$ cat src/design/mlc_pkg.sv
// Package: register map, field positions, reset values and codes for the line config block
package mlc_pkg;

    // ------------------------------------------------------------
    // Register indices (byte address divided by four)
    // ------------------------------------------------------------
    localparam logic [3:0]  IDX_OUT_PROTO   = 4'h0;
    localparam logic [3:0]  IDX_IN_PROTO    = 4'h1;
    localparam logic [3:0]  IDX_IF_CFG      = 4'h2;
    localparam logic [3:0]  IDX_RX_STATUS   = 4'h3;
    localparam logic [3:0]  IDX_CAUSE_MASK  = 4'h4;
    localparam logic [3:0]  IDX_LINE_SRC    = 4'h5;
    localparam logic [3:0]  IDX_DTR_CTRL    = 4'h6;
    localparam logic [3:0]  IDX_RTS_CTRL    = 4'h7;
    localparam logic [3:0]  IDX_RL_CTRL     = 4'h8;
    localparam logic [3:0]  IDX_LL_CTRL     = 4'h9;
    localparam logic [3:0]  IDX_ADAPT_CTRL  = 4'ha;

    // ------------------------------------------------------------
    // Field positions
    // ------------------------------------------------------------
    localparam int OUT_CONT_BIT   = 7;
    localparam int CFG_LOCAL_BIT  = 0;
    localparam int CFG_REMOTE_BIT = 1;
    localparam int CFG_TXC_OUT    = 2;
    localparam int CFG_OUT_EN     = 3;
    localparam int SRC_DTR_BIT    = 0;
    localparam int SRC_RTS_BIT    = 1;
    localparam int SRC_RL_BIT     = 2;
    localparam int SRC_LL_BIT     = 3;
    localparam int ADC_ST_PIN_BIT = 0;
    localparam int ADC_INTERR_BIT = 3;

    // ------------------------------------------------------------
    // Codes and reset values
    // ------------------------------------------------------------
    localparam logic [3:0]  PROTO_OFF       = 4'h0;
    localparam logic [15:0] PROTO_VALID     = 16'h737f; // unused codes 7, 10, 11, 15 clear
    localparam logic [7:0]  REG_RESET       = 8'h00;
    localparam logic [3:0]  UNDEF_HIGH_BITS = 4'h0;     // Readback of undefined bits
    localparam logic [1:0]  HTRANS_NONSEQ   = 2'b10;
    localparam logic [2:0]  HSIZE_WORD      = 3'b010;

endpackage : mlc_pkg

$ cat src/design/mlc_line_config.sv
// Module: register bank and line routing of a multi-protocol serial transceiver
//
// Contract
// - Output protocol code selects driver standard; 0000 off.
// - Drivers off until output protocol written once.
// - Input protocol code configures receivers; 0000 disables.
// - Input protocol readable; low nibble is code.
// - Both loopback bits clear gives normal pass-through.
// - Local loopback feeds transmit into receive side.
// - Remote loopback returns line inputs to drivers.
// - Both loopbacks apply independently on each side.
// - Config bit 2 sets transmit clock direction.
// - Adapter bit 0 picks terminal or send timing.
// - Reset clears configuration; drivers disabled.
// - Interrogation enable clears output enable bit.
// - Loopback pairs TxD-RxD, clocks, RTS-CTS, DTR-DSR, LL-RI, RL-DCD.
// - Status register shows RI DCD DSR CTS, low true.
// - Cause register top nibble equals present status.
// - Cause bit sets when line differs from holder.
// - Interrupt asserted while any cause bit set.
// - Cause bits stay set until cause read.
// - Cause read clears, reloads holder with present; the code keeps a bit set for a step seen at the read edge.
// - Mask write stores four enables gating causes.
// - Source bit 0 picks DTR pin or register.
// - Source bit 1 picks RTS pin or register.
// - Continuous mode always enables; multidrop uses DTR.
// - Internal DTR register drives DTR level.
`timescale 1ns/1ps
`default_nettype none

module mlc_line_config
    import mlc_pkg::*;
(
    input  wire logic        hclk,
    input  wire logic        hresetn,
    input  wire logic        hsel,
    input  wire logic [31:0] haddr,
    input  wire logic [1:0]  htrans,
    input  wire logic        hwrite,
    input  wire logic [2:0]  hsize,
    input  wire logic [31:0] hwdata,
    input  wire logic        hready,
    output logic      [31:0] hrdata,
    output logic             hreadyout,
    output logic             hresp,
    // Logic-side pins
    input  wire logic        txd_in,
    input  wire logic        txc_in,
    input  wire logic        rts_in,
    input  wire logic        dtr_in,
    input  wire logic        rl_in,
    input  wire logic        ll_in,
    output logic             rxd_out,
    output logic             rxc_out,
    output logic             cts_out,
    output logic             dsr_out,
    output logic             ri_out,
    output logic             dcd_out,
    output logic             txc_out,
    output logic             irq,
    // Line-side receivers (levels as seen after the receivers)
    input  wire logic        line_rxd,
    input  wire logic        line_rxc,
    input  wire logic        line_cts,
    input  wire logic        line_dsr,
    input  wire logic        line_ri,
    input  wire logic        line_dcd,
    input  wire logic        line_tt_in,
    // Line-side drivers
    output logic             drv_txd,
    output logic             drv_rts,
    output logic             drv_dtr,
    output logic             drv_rl,
    output logic             drv_ll,
    output logic             drv_tt,
    output logic             drv_tt_oe_n,
    output logic             drv_st,
    output logic             drv_st_oe_n,
    output logic             drv_oe_n,
    output logic      [3:0]  drv_protocol,
    output logic      [3:0]  rcv_protocol,
    output logic             rcv_enable,
    output logic             adapter_interrogate
);

    // ------------------------------------------------------------
    // Registers
    // ------------------------------------------------------------
    logic [4:0] out_proto_q;   // Bit 4 is continuous flag, low four code
    logic [3:0] in_proto_q;
    logic [3:0] if_cfg_q;
    logic [3:0] mask_q;
    logic [3:0] cause_q;
    logic [3:0] holder_q;
    logic [3:0] present_q;     // Line status seen one edge earlier
    logic [3:0] line_src_q;
    logic [3:0] ctrl_q;        // DTR, RTS, RL, LL control bits
    logic [3:0] adapt_q;
    logic       proto_written_q;
    logic       wr_pend_q;
    logic [3:0] wr_idx_q;
    logic       holder_init_q;

    // ------------------------------------------------------------
    // Bus decode
    // ------------------------------------------------------------
    logic       acc;
    logic       rd_acc;
    logic [3:0] acc_idx;
    logic       mapped;
    logic       cause_rd;

    assign acc      = hsel && hready && (htrans == HTRANS_NONSEQ) && (hsize == HSIZE_WORD);
    assign acc_idx  = haddr[5:2];
    assign mapped   = (haddr[31:6] == 26'd0) && (acc_idx <= IDX_ADAPT_CTRL);
    assign rd_acc   = acc && !hwrite;
    assign cause_rd = rd_acc && mapped && (acc_idx == IDX_CAUSE_MASK);

    always_ff @(posedge hclk or negedge hresetn)
    begin
        if (!hresetn)
        begin
            wr_pend_q <= 1'b0;
            wr_idx_q  <= 4'h0;
        end
        else
        begin
            wr_pend_q <= acc && hwrite && mapped;
            wr_idx_q  <= acc_idx;
        end
    end

    // ------------------------------------------------------------
    // Line routing
    // ------------------------------------------------------------
    logic local_lb;
    logic remote_lb;
    logic txc_out_mode;
    logic dtr_src;
    logic rts_src;
    logic rl_src;
    logic ll_src;
    logic [3:0] present;       // RI, DCD, DSR, CTS as received, or from the transmit side in local loop, 1 = false
    logic drv_enable;

    assign local_lb     = if_cfg_q[CFG_LOCAL_BIT];
    assign remote_lb    = if_cfg_q[CFG_REMOTE_BIT];
    assign txc_out_mode = if_cfg_q[CFG_TXC_OUT];
    assign dtr_src      = line_src_q[SRC_DTR_BIT] ? ctrl_q[0] : dtr_in;
    assign rts_src      = line_src_q[SRC_RTS_BIT] ? ctrl_q[1] : rts_in;
    assign rl_src       = line_src_q[SRC_RL_BIT]  ? ctrl_q[2] : rl_in;
    assign ll_src       = line_src_q[SRC_LL_BIT]  ? ctrl_q[3] : ll_in;

    // Local loop replaces line inputs with transmit side, pairs fixed
    assign present = local_lb ? {~ll_src, ~rl_src, ~dtr_src, ~rts_src}
                              : {~line_ri, ~line_dcd, ~line_dsr, ~line_cts};

    // Drivers need protocol written, enable bit, valid code and mode gate
    assign drv_enable = proto_written_q && if_cfg_q[CFG_OUT_EN]
                     && (out_proto_q[3:0] != PROTO_OFF)
                     && PROTO_VALID[out_proto_q[3:0]]
                     && (out_proto_q[4] || dtr_src);

    always_ff @(posedge hclk or negedge hresetn)
    begin
        if (!hresetn)
        begin
            rxd_out      <= 1'b0;
            rxc_out      <= 1'b0;
            cts_out      <= 1'b0;
            dsr_out      <= 1'b0;
            ri_out       <= 1'b0;
            dcd_out      <= 1'b0;
            txc_out      <= 1'b0;
            drv_txd      <= 1'b0;
            drv_rts      <= 1'b0;
            drv_dtr      <= 1'b0;
            drv_rl       <= 1'b0;
            drv_ll       <= 1'b0;
            drv_tt       <= 1'b0;
            drv_st       <= 1'b0;
            drv_tt_oe_n  <= 1'b1;
            drv_st_oe_n  <= 1'b1;
            drv_oe_n     <= 1'b1;
            drv_protocol <= 4'h0;
            rcv_protocol <= 4'h0;
            rcv_enable   <= 1'b0;
        end
        else
        begin
            // Receive side: local loop is the logic-side loop
            rxd_out <= local_lb ? txd_in : line_rxd;
            rxc_out <= local_lb ? txc_in : line_rxc;
            txc_out <= txc_out_mode ? txc_in : line_tt_in;
            cts_out <= ~present[0];
            dsr_out <= ~present[1];
            dcd_out <= ~present[2];
            ri_out  <= ~present[3];
            // Drivers: remote loop returns line inputs to the line
            drv_txd <= remote_lb ? line_rxd : txd_in;
            drv_rts <= remote_lb ? line_cts : rts_src;
            drv_dtr <= remote_lb ? line_dsr : dtr_src;
            drv_rl  <= remote_lb ? line_dcd : rl_src;
            drv_ll  <= remote_lb ? line_ri  : ll_src;
            drv_tt  <= remote_lb ? line_rxc : txc_in;
            drv_st  <= remote_lb ? line_rxc : txc_in;
            drv_oe_n <= !drv_enable;
            // Clock direction and pin pair
            drv_tt_oe_n <= !(drv_enable && txc_out_mode && !adapt_q[ADC_ST_PIN_BIT]);
            drv_st_oe_n <= !(drv_enable && txc_out_mode && adapt_q[ADC_ST_PIN_BIT]);
            drv_protocol <= drv_enable ? out_proto_q[3:0] : PROTO_OFF;
            rcv_protocol <= in_proto_q;
            rcv_enable   <= (in_proto_q != PROTO_OFF) && PROTO_VALID[in_proto_q] && !local_lb;
        end
    end

    // ------------------------------------------------------------
    // Control registers
    // ------------------------------------------------------------
    always_ff @(posedge hclk or negedge hresetn)
    begin
        if (!hresetn)
        begin
            out_proto_q     <= 5'h00;
            in_proto_q      <= 4'h0;
            if_cfg_q        <= 4'h0;
            mask_q          <= 4'h0;
            line_src_q      <= 4'h0;
            ctrl_q          <= 4'h0;
            adapt_q         <= 4'h0;
            proto_written_q <= 1'b0;
        end
        else
        begin
            if (wr_pend_q)
            begin
                case (wr_idx_q)
                    IDX_OUT_PROTO:
                    begin
                        out_proto_q     <= {hwdata[OUT_CONT_BIT], hwdata[3:0]};
                        proto_written_q <= 1'b1;
                    end
                    IDX_IN_PROTO:   in_proto_q <= hwdata[3:0];
                    IDX_IF_CFG:     if_cfg_q   <= hwdata[3:0];
                    IDX_CAUSE_MASK: mask_q     <= hwdata[3:0];
                    IDX_LINE_SRC:   line_src_q <= hwdata[3:0];
                    IDX_DTR_CTRL:   ctrl_q[0]  <= hwdata[0];
                    IDX_RTS_CTRL:   ctrl_q[1]  <= hwdata[0];
                    IDX_RL_CTRL:    ctrl_q[2]  <= hwdata[0];
                    IDX_LL_CTRL:    ctrl_q[3]  <= hwdata[0];
                    IDX_ADAPT_CTRL:
                    begin
                        adapt_q <= hwdata[3:0];
                        if (hwdata[ADC_INTERR_BIT])
                        begin
                            if_cfg_q[CFG_OUT_EN] <= 1'b0;
                        end
                    end
                    default: ;
                endcase
            end
        end
    end

    // ------------------------------------------------------------
    // Status change detection
    // ------------------------------------------------------------
    logic [3:0] change;
    assign change = (present ^ holder_q) & mask_q;

    always_ff @(posedge hclk or negedge hresetn)
    begin
        if (!hresetn)
        begin
            holder_q      <= 4'h0;
            holder_init_q <= 1'b0;
            cause_q       <= 4'h0;
            present_q     <= 4'h0;
        end
        else
        begin
            holder_init_q <= 1'b1;
            present_q     <= present;
            if (!holder_init_q || cause_rd)
            begin
                holder_q <= present;
            end
            if (cause_rd)
            begin
                // Read clears, but a step seen at the read edge survives
                cause_q <= (present ^ present_q) & mask_q;
            end
            else
            begin
                cause_q <= cause_q | change;
            end
        end
    end

    always_ff @(posedge hclk or negedge hresetn)
    begin
        if (!hresetn)
        begin
            irq <= 1'b0;
        end
        else
        begin
            irq <= |cause_q;
        end
    end

    // ------------------------------------------------------------
    // Read data and response
    // ------------------------------------------------------------
    logic [7:0] rd_byte;
    always_comb
    begin
        rd_byte = REG_RESET;
        case (acc_idx)
            IDX_OUT_PROTO:  rd_byte = {out_proto_q[4], 3'b000, out_proto_q[3:0]};
            IDX_IN_PROTO:   rd_byte = {UNDEF_HIGH_BITS, in_proto_q};
            IDX_IF_CFG:     rd_byte = {4'h0, if_cfg_q};
            IDX_RX_STATUS:  rd_byte = {4'h0, present};
            IDX_CAUSE_MASK: rd_byte = {present, cause_q};
            IDX_LINE_SRC:   rd_byte = {4'h0, line_src_q};
            IDX_DTR_CTRL:   rd_byte = {7'h00, ctrl_q[0]};
            IDX_RTS_CTRL:   rd_byte = {7'h00, ctrl_q[1]};
            IDX_RL_CTRL:    rd_byte = {7'h00, ctrl_q[2]};
            IDX_LL_CTRL:    rd_byte = {7'h00, ctrl_q[3]};
            IDX_ADAPT_CTRL: rd_byte = {4'h0, adapt_q};
            default:        rd_byte = REG_RESET;
        endcase
    end

    always_ff @(posedge hclk or negedge hresetn)
    begin
        if (!hresetn)
        begin
            hrdata    <= 32'h0000_0000;
            hreadyout <= 1'b1;
            hresp     <= 1'b0;
            adapter_interrogate <= 1'b0;
        end
        else
        begin
            hreadyout <= 1'b1;
            hresp     <= 1'b0;
            adapter_interrogate <= adapt_q[ADC_INTERR_BIT];
            if (rd_acc)
            begin
                hrdata <= mapped ? {24'h00_0000, rd_byte} : 32'h0000_0000;
            end
        end
    end

    // ------------------------------------------------------------
    // Checks
    // ------------------------------------------------------------
    a_irq_follows_cause: assert property (@(posedge hclk) disable iff (!hresetn)
        (|cause_q) |=> irq) else $error("irq not raised for set cause");

    a_cause_sticky_hold: assert property (@(posedge hclk) disable iff (!hresetn)
        (holder_init_q && !cause_rd) |=> ((cause_q & $past(cause_q)) == $past(cause_q)))
        else $error("cause bit dropped without read");

    a_read_clears_cause: assert property (@(posedge hclk) disable iff (!hresetn)
        (holder_init_q && cause_rd) |=> (holder_q == $past(present)
            && cause_q == (($past(present) ^ $past(present_q)) & $past(mask_q))))
        else $error("cause read did not clear and relatch");

    a_mask_gates_cause: assert property (@(posedge hclk) disable iff (!hresetn)
        ((cause_q & ~mask_q) == 4'h0) |=> ((cause_q & ~$past(mask_q)) == 4'h0))
        else $error("masked line set a cause");

    a_no_drive_unwritten: assert property (@(posedge hclk) disable iff (!hresetn)
        !proto_written_q |=> drv_oe_n) else $error("drivers on before protocol write");

    a_off_code_tristate: assert property (@(posedge hclk) disable iff (!hresetn)
        (out_proto_q[3:0] == PROTO_OFF) |=> (drv_oe_n && drv_protocol == PROTO_OFF))
        else $error("off code left drivers on");

    a_interrog_clears_en: assert property (@(posedge hclk) disable iff (!hresetn)
        (wr_pend_q && wr_idx_q == IDX_ADAPT_CTRL && hwdata[ADC_INTERR_BIT])
        |=> !if_cfg_q[CFG_OUT_EN]) else $error("interrogation kept output enable");

    a_local_loop_map: assert property (@(posedge hclk) disable iff (!hresetn)
        local_lb |=> (rxd_out == $past(txd_in) && dsr_out == $past(dtr_src)))
        else $error("local loop pairing wrong");

    a_remote_loop_map: assert property (@(posedge hclk) disable iff (!hresetn)
        remote_lb |=> (drv_txd == $past(line_rxd) && drv_rts == $past(line_cts)))
        else $error("remote loop pairing wrong");

    a_dtr_source_sel: assert property (@(posedge hclk) disable iff (!hresetn)
        (!remote_lb && line_src_q[SRC_DTR_BIT]) |=> (drv_dtr == $past(ctrl_q[0])))
        else $error("internal dtr not driven");

endmodule : mlc_line_config

`default_nettype wire

$ cat config.mk
export PLATFORM = sky130hd
export DESIGN_NAME = mlc_line_config
export DESIGN_NICKNAME = d
export VERILOG_FILES = /design/src/design/mlc_pkg.sv /design/src/design/mlc_line_config.sv
export SDC_FILE = /design/constraint.sdc
export NUM_CORES = 1
export LEC_CHECK = 0
export BUFFER_PORTS_ARGS = -buffer_cell sky130_fd_sc_hd__buf_2
export CORE_ASPECT_RATIO = 1.75
export CORE_MARGIN = 2
export CORE_UTILIZATION = 53
export CTS_CLUSTER_DIAMETER = 150
export DETAILED_ROUTE_END_ITERATION = 6
export PLACE_DENSITY = 0.85
export SYNTH_ARGS = -nofsm -noshare
export SYNTH_HDL_FRONTEND = slang
export SYNTH_SLANG_ARGS = --single-unit
$ cat constraint.sdc
create_clock -name hclk -period 4.5 [get_ports hclk]
set_input_delay 0.9 -clock hclk [delete_from_list [all_inputs] [get_ports hclk]]
set_output_delay 0.9 -clock hclk [all_outputs]
set_load 0.02 [all_outputs]
==> run_results.csv <==
group,metric,value,unit
clock_tree,cts.clk_slew.worst_paths,0.06,ns
drt,wl_per_cell,17.3,um
clock_tree,cts_setup_buffers,0,
global_route,grt_pass1_wl,14000,um
global_route,grtUsageTotal,0.223,
global_route,antenna_found_initial,0,
timing,hold_viol_final,0,
final_layout,num_antenna_cells,0,
timing,setup_violations,0,
min_path,hold_depth,0,
floorplan,num_rows,41,
placed_design,place_congestion,0.922,
placed_design,dp_hpwl,6540,um
synth,syn-mean-instance-area,12.0,sq um
synth,async_flop_share,1.00,
power,powerDensity,359,nW/um^2
timing,tightest_slew,1.02,ns
synth,ys_top_cells_by_count,"dfrtp_1, mux2_2, buf_4, nand2_1, nor2_1",
run,max_cap_violations,0,
placed_design,numPortBuffers,93,
critical_path,cp-end-kind,"flop",
drt,drc,0,
synth,synth.top_cells.by_area,"dfrtp_1, mux2_2, buf_4, mux2i_1, dfstp_2",
synth,yosysWarnings,0,
drt,first_iter_violations,273,
clock_tree,numCtsBuffers,9,
final_layout,multi_input_area,1640,sq um
drt,dr.pass1.iters,4,
power,p_leak,2.17,nW
critical_path,required,4.72,ns
critical_path,crit_path_max_fanout,11,
timing,rsz0062_at_grt,"no",
power,ir_drop,0.000203,V
synth,seq_area_frac_synth,0.530,
final_layout,nets,505,
global_route,grt_overflow_total,0,
synth,synth_top_flop_cell,"dfrtp_1",
floorplan,die_y,118,um
floorplan,fp.coreArea,7180,sq um
final_layout,seq_area,2080,sq um
drt,vias_per_cell,5.58,
global_route,grt_pass1_vias,2840,
drt,finalWirelength,8780,um
clock_tree,htreeDepth,3,
synth,synth_area_leader_cell,"dfrtp_1",
min_path,timing.hold.worst.class,"flop to flop",
drt,vias,2837,
final_layout,utilization,0.643,
clock_tree,cts_sinks,83,
clock_tree,cts-resized-gates,0,
critical_path,cp.arrival,3.10,ns
timing,slew_headroom,0.320,
timing,period_share,0.639,
synth,synth_edf_count,0,
synth,ys_types,55,
clock_tree,postCtsHoldBufs,0,
timing,setup-tns-final,0,ns
synth,synth-seq-cells,83,
outcome,outcome,"completed",
timing,fmax,0.348,GHz
final_layout,fillCellCount,574,
critical_path,startpoint_type,"input port",
critical_path,rr_worst_depth,6,
synth,syn_inst,328,
floorplan,start_util,0.547,
clock_tree,clk_latency,0.34,ns
synth,synth.most_common_cell,"dfrtp_1",
clock_tree,cts_tree,"built",
placed_design,dp_cells,493,
final_layout,drive_above_1_share,0.384,
clock_tree,clockRootBuffer,"clkbuf_16",
floorplan,fp.dieW,69.1,um
synth,synth_area,3930,sq um
timing,maxSlewViolCount,0,
final_layout,syn_to_final_growth,17.6,%
floorplan,dieArea,8140,sq um
floorplan,ios,149,
power,power,0.00166,W
timing,final.min_clock_period,2.87,ns
synth,yosys.area.top_type_share,0.510,
drt,ant_nets,0,
clock_tree,clk_path_buf_depth,2,
critical_path,crit_type,"input port to flop",
global_route,grt_max_degree,84,
timing,worst_clock_skew,0.00283,ns
final_layout,final_cells,508,
==> area by class of cell <==
class,count,area share
Clock buffer,13,0.0585
Clock inverter,2,0.00217
Inverter,10,0.00813
Multi-Input combinational cell,221,0.356
Sequential cell,83,0.451
Tap cell,86,0.0233
Timing Repair Buffer,93,0.101
==> power breakdown <==
group | internal [W] | switching (W)
Combinational | 0.0000694 | 0.000110
Sequential | 0.000774 | 0.0000220
Clock | 0.000414 | 0.000269
==> cell usage in the layout (no fill, tap or decap), types with 2 or more instances in the layout <==
master | synthesis | routed
buf_2 | 4 | 92
a22o_2 | 3 | 3
mux2_2 | 35 | 35
and2_1 | 4 | 4
nand2_1 | 17 | 17
nand3b_1 | 3 | 3
conb_1 | 2 | 27
o32ai_1 | 2 | 2
a21o_1 | 2 | 2
clkbuf_16 | 0 | 9
a21oi_1 | 6 | 6
dfrtp_1 | 80 | 80
and3_1 | 4 | 4
o2bb2ai_1 | 3 | 3
clkinv_2 | 0 | 2
a311oi_1 | 2 | 2
nor3b_1 | 5 | 5
a32oi_1 | 2 | 2
nor3_1 | 5 | 5
inv_1 | 10 | 10
nor2_1 | 17 | 17
o21ai_0 | 14 | 14
a22o_1 | 2 | 2
nand2b_1 | 3 | 3
clkbuf_8 | 0 | 3
nor2b_1 | 3 | 3
dfstp_2 | 3 | 3
nand3_1 | 6 | 6
mux2_4 | 4 | 4
mux2i_1 | 16 | 16
nand4_1 | 5 | 5
a22oi_1 | 2 | 2
nor4_1 | 3 | 3
xnor2_1 | 4 | 4
nor4_2 | 3 | 3
==> worst max-delay path: stages <==
cell and delay (ns):
buf_2 0.10, and4bb_1 0.27, nand4b_1 0.52, nor4b_2 0.88, nand2_1 0.16, a22o_1 0.26
==> state kept, by name, summed over array words and instances, names as in the netlist, 4 cells and up <==
name          cells
hrdata            8
out_proto_q       5
adapt_q           4
cause_q           4
ctrl_q            4
drv_protocol      4
holder_q          4
if_cfg_q          4
in_proto_q        4
line_src_q        4
mask_q            4
present_q         4
rcv_protocol      4
wr_idx_q          4
==> final timing paths <==
kind,from,endpoint,slack [ns]
setup / recovery,hsize[2],cause_q[1],1.63
hold / removal,adapt_q[3],adapter_interrogate,0.46
setup reg to reg,line_src_q[0],hrdata[1],2.34
hold reg to reg,adapt_q[3],adapter_interrogate,0.46
max in group asynchronous,hresetn,hrdata[5],3.11
min in group asynchronous,hresetn,drv_rts,0.73
==> per-stage QoR <==
step                setup WS [ns]  cell area [sq um]  hold WS (ns)
CTS                          1.62               4620         0.451
global route                 1.52               4620         0.455
finish                       1.63               4620         0.456
floorplan                    1.98               4020         0.367
global placement             1.33               4340         0.432
detailed placement           1.29               4340         0.441
==> logic make-up after synthesis <==
family / share of synthesized area
and+or+nand+nor: 0.142
DFF: 0.530
muxes: 0.162
buffers and inverters: 0.0758
AOI/OAI and AO/OA: 0.0797
xor gates and xnor gates: 0.00892
other: 0.00191
==> routing by layer <==
layer / track usage / part of all wire
met3: 0.0608 / 0.065
met4: 0.148 / 0.054
met1: 0.220 / 0.33
met2: 0.397 / 0.55
met5: 0 / 0
Power figures use the tool's default switching activity.
